===== src/return_exec_pkg.sv =====
// Summary of operation
// - Upper byte 0000 1100 is a literal exit; its low byte goes to working.
// - A literal exit loads the program counter from the stack top.
// - Returns keep both pc latches, save the fast interrupt restore.
// - A literal exit takes two cycles: literal in Q2, pop and write in Q4.
// - Opcode 0000 0000 0001 001s pops the stack top into the pc, s fast.
// - A fast subroutine exit reloads working, flags and bank from shadows.
// - A plain subroutine exit leaves working, flags and bank untouched.
// - Subroutine and interrupt exits pop in Q4, then idle a second cycle.
// - A fast interrupt exit restores the whole context from a shadow set.
// - Opcode 0000 0000 0001 000s pops the pc and sets a global enable.
// - Main and low shadow sets exist; the exit picks by operating state.
package return_exec_pkg;
    localparam int LIT_W    = 8;
    localparam int OP_W     = 16;
    localparam int FAST_BIT = 0;
    localparam logic [7:0]  LIT_EXIT_HI  = 8'h0C;
    localparam logic [15:0] EXIT_MASK    = 16'hFFFE;
    localparam logic [15:0] SUB_EXIT_OP  = 16'h0012;
    localparam logic [15:0] INT_EXIT_OP  = 16'h0010;
    localparam logic [1:0]  Q1 = 2'h0;
    localparam logic [1:0]  Q2 = 2'h1;
    localparam logic [1:0]  Q3 = 2'h2;
    localparam logic [1:0]  Q4 = 2'h3;
    localparam logic [7:0]  BYTE_RESET = 8'h00;

    typedef enum logic [1:0] {K_NONE, K_LIT, K_SUB, K_INT} ret_kind_e;
    typedef enum logic [1:0] {S_IDLE, S_FIRST, S_SECOND} exec_e;

    // full restorable context, one byte per register
    typedef struct packed {
        logic [7:0] working;
        logic [7:0] flags;
        logic [7:0] bankSel;
        logic [7:0] pointer0High;
        logic [7:0] pointer0Low;
        logic [7:0] pointer1High;
        logic [7:0] pointer1Low;
        logic [7:0] pointer2High;
        logic [7:0] pointer2Low;
        logic [7:0] productHigh;
        logic [7:0] productLow;
        logic [7:0] pcHighLatch;
        logic [7:0] pcUpperLatch;
    } ctx_s;

    // opcode classes
    function automatic ret_kind_e decodeKind(input logic [15:0] op);
        if (op[15:LIT_W] == LIT_EXIT_HI) begin
            return K_LIT;
        end else if ((op & EXIT_MASK) == SUB_EXIT_OP) begin
            return K_SUB;
        end else if ((op & EXIT_MASK) == INT_EXIT_OP) begin
            return K_INT;
        end
        return K_NONE;
    endfunction
endpackage


===== src/stack_if.sv =====
`timescale 1ns/1ps
interface stack_if #(
    parameter int W  = 21,
    parameter int PW = 5
);
    logic          push;
    logic          pop;
    logic [W-1:0]  pushData;
    logic [W-1:0]  top;
    logic [PW-1:0] ptr;

    modport ctl (output push, output pop, output pushData,
                 input top, input ptr);
    modport mem (input push, input pop, input pushData,
                 output top, output ptr);
endinterface


===== src/return_stack.sv =====
`timescale 1ns/1ps
module return_stack #(
    parameter int W     = 21,
    parameter int DEPTH = 31,
    parameter int PW    = 5
) (
    input wire logic clk,
    input wire logic reset_n,
    stack_if.mem     sp
);
    typedef struct packed {
        logic [DEPTH-1:0][W-1:0] words;
        logic [PW-1:0]           ptr;
        logic [W-1:0]            top;
    } stk_s;

    stk_s q;
    stk_s d;

    // pop beats push; the top word is re-read into a register on each move
    always_comb begin
        d = q;
        if (sp.pop && q.ptr != '0) begin
            d.ptr = q.ptr - PW'(1);
            d.top = (q.ptr > PW'(1)) ? q.words[q.ptr - PW'(2)] : '0;
        end else if (sp.push && q.ptr < PW'(DEPTH)) begin
            d.words[q.ptr] = sp.pushData;
            d.ptr          = q.ptr + PW'(1);
            d.top          = sp.pushData;
        end
    end

    // register the whole stack state
    always_ff @(posedge clk) begin
        if (!reset_n) begin
            q <= '0;
        end else begin
            q <= d;
        end
    end

    assign sp.top = q.top;
    assign sp.ptr = q.ptr;
endmodule


===== src/subroutine_return_execution.sv =====
`timescale 1ns/1ps
module subroutine_return_execution #(
    parameter int PC_W        = 21,
    parameter int STACK_DEPTH = 31
) (
    input  wire logic                  clk,
    input  wire logic                  reset_n,
    input  wire logic [15:0]           instr,
    input  wire logic                  instrValid,
    input  wire logic                  callPush,
    input  wire logic [PC_W-1:0]       callAddr,
    input  wire logic                  callSave,
    input  wire logic                  intSave,
    input  wire logic                  intSaveLow,
    input  wire logic                  returnToLow,
    input  wire logic                  servingHigh,
    input  wire logic                  intEntryHigh,
    input  wire logic                  intEntryLow,
    input  wire logic                  ctxLoad,
    input  return_exec_pkg::ctx_s      ctxIn,
    output logic [1:0]                 qPhase,
    output logic                       busy,
    output logic [PC_W-1:0]            pc,
    output return_exec_pkg::ctx_s      ctx,
    output logic                       gieHigh,
    output logic                       gieLow,
    output logic [$clog2(STACK_DEPTH+1)-1:0] stackDepth
);
    localparam int PW = $clog2(STACK_DEPTH + 1);

    typedef struct packed {
        logic [1:0]                 phase;
        return_exec_pkg::exec_e     fsm;
        return_exec_pkg::ret_kind_e kind;
        logic                       fast;
        logic [7:0]                 opLow;
        logic [7:0]                 lit;
        logic [PC_W-1:0]            pc;
        return_exec_pkg::ctx_s      ctx;
        logic [7:0]                 workingCall;
        logic [7:0]                 flagsCall;
        logic [7:0]                 bankCall;
        return_exec_pkg::ctx_s      shadowMain;
        return_exec_pkg::ctx_s      shadowLow;
        logic                       gieH;
        logic                       gieL;
    } st_s;

    st_s q;
    st_s d;

    stack_if #(.W(PC_W), .PW(PW)) stk ();

    return_stack #(.W(PC_W), .DEPTH(STACK_DEPTH), .PW(PW)) u_stack (
        .clk     (clk),
        .reset_n (reset_n),
        .sp      (stk.mem)
    );

    return_exec_pkg::ret_kind_e issueKind;
    logic issue;
    logic quiet;
    logic popNow;

    // a return is taken only at Q1 of an idle core; other opcodes pass by
    assign issueKind = return_exec_pkg::decodeKind(instr);
    assign issue  = instrValid && q.fsm == return_exec_pkg::S_IDLE &&
                    q.phase == return_exec_pkg::Q1 &&
                    issueKind != return_exec_pkg::K_NONE;
    assign quiet  = q.fsm == return_exec_pkg::S_IDLE && !issue;
    assign popNow = q.fsm == return_exec_pkg::S_FIRST &&
                    q.phase == return_exec_pkg::Q4;

    // stack pops happen only in Q4 of the first cycle of a return
    assign stk.pop      = popNow;
    assign stk.push     = callPush && !popNow;
    assign stk.pushData = callAddr;

    // next state: phase counter, sequencer and context updates
    always_comb begin
        d = q;
        d.phase = q.phase + 2'h1;
        // disable on interrupt entry; a re-enable below wins the same cycle
        if (intEntryHigh) begin
            d.gieH = 1'b0;
        end
        if (intEntryLow) begin
            d.gieL = 1'b0;
        end
        // side loads are held off while a return runs, so a return never
        // races a context write from outside
        if (quiet && ctxLoad) begin
            d.ctx = ctxIn;
        end
        if (quiet && callSave) begin
            d.workingCall = q.ctx.working;
            d.flagsCall   = q.ctx.flags;
            d.bankCall    = q.ctx.bankSel;
        end
        if (quiet && intSave) begin
            if (intSaveLow) begin
                d.shadowLow = q.ctx;
            end else begin
                d.shadowMain = q.ctx;
            end
        end
        case (q.fsm)
            return_exec_pkg::S_IDLE: begin
                if (issue) begin
                    d.fsm   = return_exec_pkg::S_FIRST;
                    d.kind  = issueKind;
                    d.fast  = instr[return_exec_pkg::FAST_BIT];
                    d.opLow = instr[return_exec_pkg::LIT_W-1:0];
                end
            end
            return_exec_pkg::S_FIRST: begin
                if (q.phase == return_exec_pkg::Q2 &&
                    q.kind == return_exec_pkg::K_LIT) begin
                    d.lit = q.opLow;
                end
                if (popNow) begin
                    d.fsm = return_exec_pkg::S_SECOND;
                    d.pc  = stk.top;
                    case (q.kind)
                        return_exec_pkg::K_LIT: begin
                            d.ctx.working = q.lit;
                        end
                        return_exec_pkg::K_SUB: begin
                            if (q.fast) begin
                                d.ctx.working = q.workingCall;
                                d.ctx.flags   = q.flagsCall;
                                d.ctx.bankSel = q.bankCall;
                            end
                        end
                        return_exec_pkg::K_INT: begin
                            if (q.fast) begin
                                d.ctx = returnToLow ? q.shadowLow
                                                    : q.shadowMain;
                            end
                            if (servingHigh) begin
                                d.gieH = 1'b1;
                            end else begin
                                d.gieL = 1'b1;
                            end
                        end
                        default: begin
                            d.fsm = return_exec_pkg::S_SECOND;
                        end
                    endcase
                end
            end
            return_exec_pkg::S_SECOND: begin
                // idle cycle, nothing but the sequencer moves
                if (q.phase == return_exec_pkg::Q4) begin
                    d.fsm = return_exec_pkg::S_IDLE;
                end
            end
            default: begin
                d.fsm = return_exec_pkg::S_IDLE;
            end
        endcase
    end

    // single state register; latches are never written by a return
    // outside the interrupt fast restore
    always_ff @(posedge clk) begin
        if (!reset_n) begin
            q      <= '0;
            q.fsm  <= return_exec_pkg::S_IDLE;
            q.kind <= return_exec_pkg::K_NONE;
        end else begin
            q <= d;
        end
    end

    assign qPhase     = q.phase;
    assign busy       = q.fsm != return_exec_pkg::S_IDLE;
    assign pc         = q.pc;
    assign ctx        = q.ctx;
    assign gieHigh    = q.gieH;
    assign gieLow     = q.gieL;
    assign stackDepth = stk.ptr;
endmodule


===== config.mk =====
export PLATFORM = sky130hd
export DESIGN_NAME = subroutine_return_execution
export DESIGN_NICKNAME = d
export VERILOG_FILES = /design/src/return_exec_pkg.sv /design/src/stack_if.sv /design/src/return_stack.sv /design/src/subroutine_return_execution.sv
export SDC_FILE = /design/constraint.sdc
export NUM_CORES = 2
export LEC_CHECK = 0
export BUFFER_PORTS_ARGS = -buffer_cell sky130_fd_sc_hd__clkbuf_2
export CELL_PAD_IN_SITES_DETAIL_PLACEMENT = 2
export CELL_PAD_IN_SITES_GLOBAL_PLACEMENT = 2
export CORE_AREA = 2 2 376 378
export DETAILED_ROUTE_END_ITERATION = 8
export DIE_AREA = 0 0 378 380
export PLACE_DENSITY_LB_ADDON = 0.1
export SYNTH_ARGS = -nofsm -noshare
export SYNTH_HDL_FRONTEND = slang
export SYNTH_SLANG_ARGS = --single-unit

===== constraint.sdc =====
create_clock -name clk -period 3.1 [get_ports clk]
set_input_delay 0.155 -clock clk [delete_from_list [all_inputs] [get_ports clk]]
set_output_delay 0.155 -clock clk [all_outputs]
set_load 0.005 [all_outputs]

==> flow_summary_export.csv <==
group,metric,value,unit
critical_path,setup.worst_path.class,"reg2reg",
run,cap_violations,0,
cts,clock_latency,0.76,ns
synthesis,ys.warnings.count,0,
pwr,irDropWorstVdd,0.4175,mV
detailed_routing,post_drt_wl_per_cell,24.81,um
status,status,"complete, no violations",
critical_path,critical_path.most_common_cell,"sky130_fd_sc_hd__buf_12",
cts,cts-buffers-inserted,130,
pwr,leakage,0.01886,uW
placement,portBuffers,287,
detailed_routing,detailedRoute.firstPassIterationCount,5,
detailed_routing,vias_per_cell,5.380,
floorplanning,initial_utilization,32.84,%
detailed_routing,totalWireLength,192600,um
cells_and_area,postLayoutCellArea,0.05392,mm2
synthesis,mean_post_synth_cell_area,7.964,um2
global_route,grt_pass1_wl,289800,um
timing,final.period_utilization,94.37,%
critical_path,crit_path_max_incr_delay,0.50,ns
placement,globalplace.congestion,0.8299,
critical_path,critPathLaunchType,"register",
synthesis,ys_types,55,
global_route,global_route.overflow_total,0,
critical_path,r2r_start,"u_stack.sp.ptr[1]",
critical_path,worst-path-buf-inv,3,
cts,htree_levels,4,
cts,tritoncts_clock_tree,"done",
timing,maxClockFrequency,341.8,MHz
timing,transition_time_at_the_pin_with_the_least_slew_margin,1.285,ns
floorplanning,floorplan.die_area,0.1436,mm2
synthesis,async_flop_share,0,%
detailed_routing,dr.first_iter.drc_count,2172,
min_path,holdCritStartpoint,"callAddr[20]",
critical_path,crit_path_top_delay_cell,"sky130_fd_sc_hd__dfxtp_4",
detailed_routing,routed-via-count,41760,
placement,hpwl,123300,um
critical_path,cp_cell_sequence,"inv_1, ha_2, buf_12, nor2_4, buf_12, a22oi_1, o221ai_1, a22oi_2, a32o_1",
critical_path,critical-path-top-delay-family,"compound AO/OA/AOI/OAI gates",
timing,finalWorstPathRequiredPeriod,2.925,ns
global_route,gr-usage-all-layers,26.32,%
synthesis,synthesis.area,0.04570,mm2
critical_path,critPathRequiredTime,3.81,ns
timing,rsz0062_at_grt,"no",
timing,slew-limit-headroom,14.33,%
timing,final_critical_path_setup_slack,0.1747,ns
floorplanning,die_h,380,um
cts,cts-root-to-sink-buffers,3,
timing,timing_hold_violations_final,0,
floorplanning,die_w,378,um
synthesis,synth_enable_flop_cells,0,
min_path,worstHoldPathType,"in2reg",
cts,clk_sink_count,1058,
pwr,power_density_over_cell_area,616.6,mW/mm2
placement,placement.setup.worst_slack,-0.02012,ns
critical_path,highest_net_fanout_along_the_worst_path,29,
critical_path,crit_start,"u_stack.sp.ptr[1]",
cts,clk_transition_reported_paths,0.06,ns
critical_path,critPathArrivalTime,3.63,ns
synthesis,synth-main-ff-cell,"sky130_fd_sc_hd__dfxtp_1",
detailed_routing,postRouteAntennaNets,0,
timing,final_max_slew_viols,0,
cts,clockRootBuffer,"sky130_fd_sc_hd__clkbuf_16",
critical_path,critical_path.endpoint_type,"register",
cells_and_area,design.final.nets,5957,
floorplanning,coreArea,0.1392,mm2
detailed_routing,drc,0,
timing,post_route_clock_skew,0.02933,ns
floorplanning,rows,137,
global_route,maximum_number_of_pins_on_one_net_before_global_route_repair,146,
cells_and_area,drive_above_1_share,13.66,%
placement,detailed_place.area,0.04839,mm2
global_route,grt_pass1_vias,44340,
global_route,antenna_found_initial,10,
pwr,finalPower,33240,uW
floorplanning,pin_count,288,
synthesis,netlist_instances,5739,
synthesis,synthesis.nets,5903,
cells_and_area,area_growth_syn_to_layout,17.98,%
timing,finalSetupViolations,0,
synthesis,synth.yosys.seq_area_share,46.34,%
synthesis,synth_seq_cells,1058,
[logic make-up (layout without fill, tap and decap cells)]
kind of cell               after synthesis  after routing  synth area share [%]
and+or+nand+nor                       2293           2293                 19.86
AOI/OAI and AO/OA                     1253           1253                 15.84
DFF                                   1058           1058                 46.34
buffers and inverters                  660            801                 6.675
muxes                                  459            459                 10.89
adders and majority gates               11             11                0.3011
xor gates and xnor gates                 5              5               0.09582
other                                    0              6                     0
[cells in the final DEF, fill, tap and decap left out, types with 28 or more instances in the layout]
master,n
sky130_fd_sc_hd__dfxtp_1,1056
sky130_fd_sc_hd__a21oi_1,912
sky130_fd_sc_hd__mux2_2,94
sky130_fd_sc_hd__clkbuf_2,286
sky130_fd_sc_hd__clkbuf_1,32
sky130_fd_sc_hd__o221ai_1,42
sky130_fd_sc_hd__dlygate4sd3_1,127
sky130_fd_sc_hd__a2111oi_0,80
sky130_fd_sc_hd__a22oi_1,86
sky130_fd_sc_hd__nand3_1,97
sky130_fd_sc_hd__nor2_1,163
sky130_fd_sc_hd__o21ai_0,37
sky130_fd_sc_hd__buf_12,45
sky130_fd_sc_hd__mux2i_1,344
sky130_fd_sc_hd__clkbuf_16,140
sky130_fd_sc_hd__nor3_1,85
sky130_fd_sc_hd__nand2_1,1856
sky130_fd_sc_hd__or2_2,28
sky130_fd_sc_hd__buf_4,111
[worst min-delay path, delay by kind of cell]
| family | cells | cell delay (ns) |
|---|---|---|
| buffers and inverters | 1 | 0.38 |
| AND/OR/NAND/NOR | 1 | 0.16 |
| AO/OA/AOI/OAI | 1 | 0.06 |
[repair_timing]
action,in CTS,in global routing
hold buffers,127,0
resized for setup,2,0
endpoints found under the setup margin,11,0
setup buffers,0,0
endpoints found under the hold margin,186,0
[state kept, by name, summed over array words and instances, names as in the netlist]
| register | flops |
|---|---|
| ctx | 104 |
| qPhase | 2 |
| q | 252 |
| pc | 21 |
| u_stack.q | 651 |
| u_stack.sp.ptr | 5 |
| gieLow | 1 |
| gieHigh | 1 |
| u_stack.sp.top | 21 |
[metrics by stage]
| step | TNS, ns | hold WS (ns) | std cells | util [%] |
|---|---|---|---|---|
| floorplan | 0 | 0.2910 | 5739 | - |
| global placement | 0 | 0.3933 | 7410 | 34.76 |
| detailed placement | -0.06130 | 0.4223 | 7410 | 34.76 |
| CTS | 0 | 0.0001014 | 7756 | 38.73 |
| global route | 0 | 0.04445 | 7761 | 38.74 |
| finish | 0 | 0.04210 | 7762 | 38.74 |
[worst paths after layout]
check	endpoint	slack, ns	cells past startpoint
max	u_stack.sp.top[11]	0.17	9
min	u_stack.q[676]	0.04	3
max reg2reg	u_stack.sp.top[11]	0.17	9
min reg2reg	u_stack.q[108]	0.45	2
[Yosys cell counts, types with 12 or more instances]
master / number / share of area, %
sky130_fd_sc_hd__a2111oi_0: 80 / 1.5
sky130_fd_sc_hd__a21oi_1: 913 / 10
sky130_fd_sc_hd__a22oi_1: 87 / 1.4
sky130_fd_sc_hd__a31oi_1: 24 / 0.33
sky130_fd_sc_hd__a32o_1: 22 / 0.48
sky130_fd_sc_hd__buf_1: 35 / 0.29
sky130_fd_sc_hd__buf_2: 38 / 0.42
sky130_fd_sc_hd__buf_4: 140 / 2.3
sky130_fd_sc_hd__clkbuf_1: 435 / 3.6
sky130_fd_sc_hd__dfxtp_1: 1058 / 46
sky130_fd_sc_hd__inv_1: 12 / 0.099
sky130_fd_sc_hd__mux2_2: 94 / 2.3
sky130_fd_sc_hd__mux2i_1: 344 / 7.5
sky130_fd_sc_hd__mux4_2: 21 / 1.0
sky130_fd_sc_hd__nand2_1: 1858 / 15
sky130_fd_sc_hd__nand2b_1: 23 / 0.31
sky130_fd_sc_hd__nand3_1: 97 / 1.1
sky130_fd_sc_hd__nor2_1: 168 / 1.4
sky130_fd_sc_hd__nor3_1: 85 / 0.93
sky130_fd_sc_hd__o21ai_0: 37 / 0.41
sky130_fd_sc_hd__o221ai_1: 42 / 0.80
sky130_fd_sc_hd__o22ai_1: 16 / 0.22
sky130_fd_sc_hd__or2_2: 28 / 0.38
[cell type report]
type | instances | area, um2
diodes | 6 | 15.01
well taps | 1876 | 2347
multi-input cells | 4021 | 21630
clock inverters | 20 | 245.2
flip-flops and latches | 1058 | 21190
repair buffers | 570 | 4448
fillers | 15690 | 85270
inverters | 12 | 52.55
clock buffers | 199 | 3995
[power by group]
| part | switching [uW] | internal (uW) | leakage [uW] |
|---|---|---|---|
| combinational | 2450 | 1270 | 0.00821 |
| clock | 6180 | 9230 | 0.00208 |
| sequential | 252 | 13900 | 0.00857 |
| total | 8880 | 24400 | 0.0189 |
[routing by layer]
| metal | GRT usage [%] | part of all wire (%) | vias up |
|---|---|---|---|
| li1 | - | - | 19360 |
| met1 | 34.27 | 45 | 21410 |
| met2 | 44.60 | 48 | 723 |
| met3 | 3.449 | 3.4 | 264 |
| met4 | 8.898 | 3.2 | 8 |
| met5 | 0 | 0.020 | - |
Power figures use the tool's default switching activity.
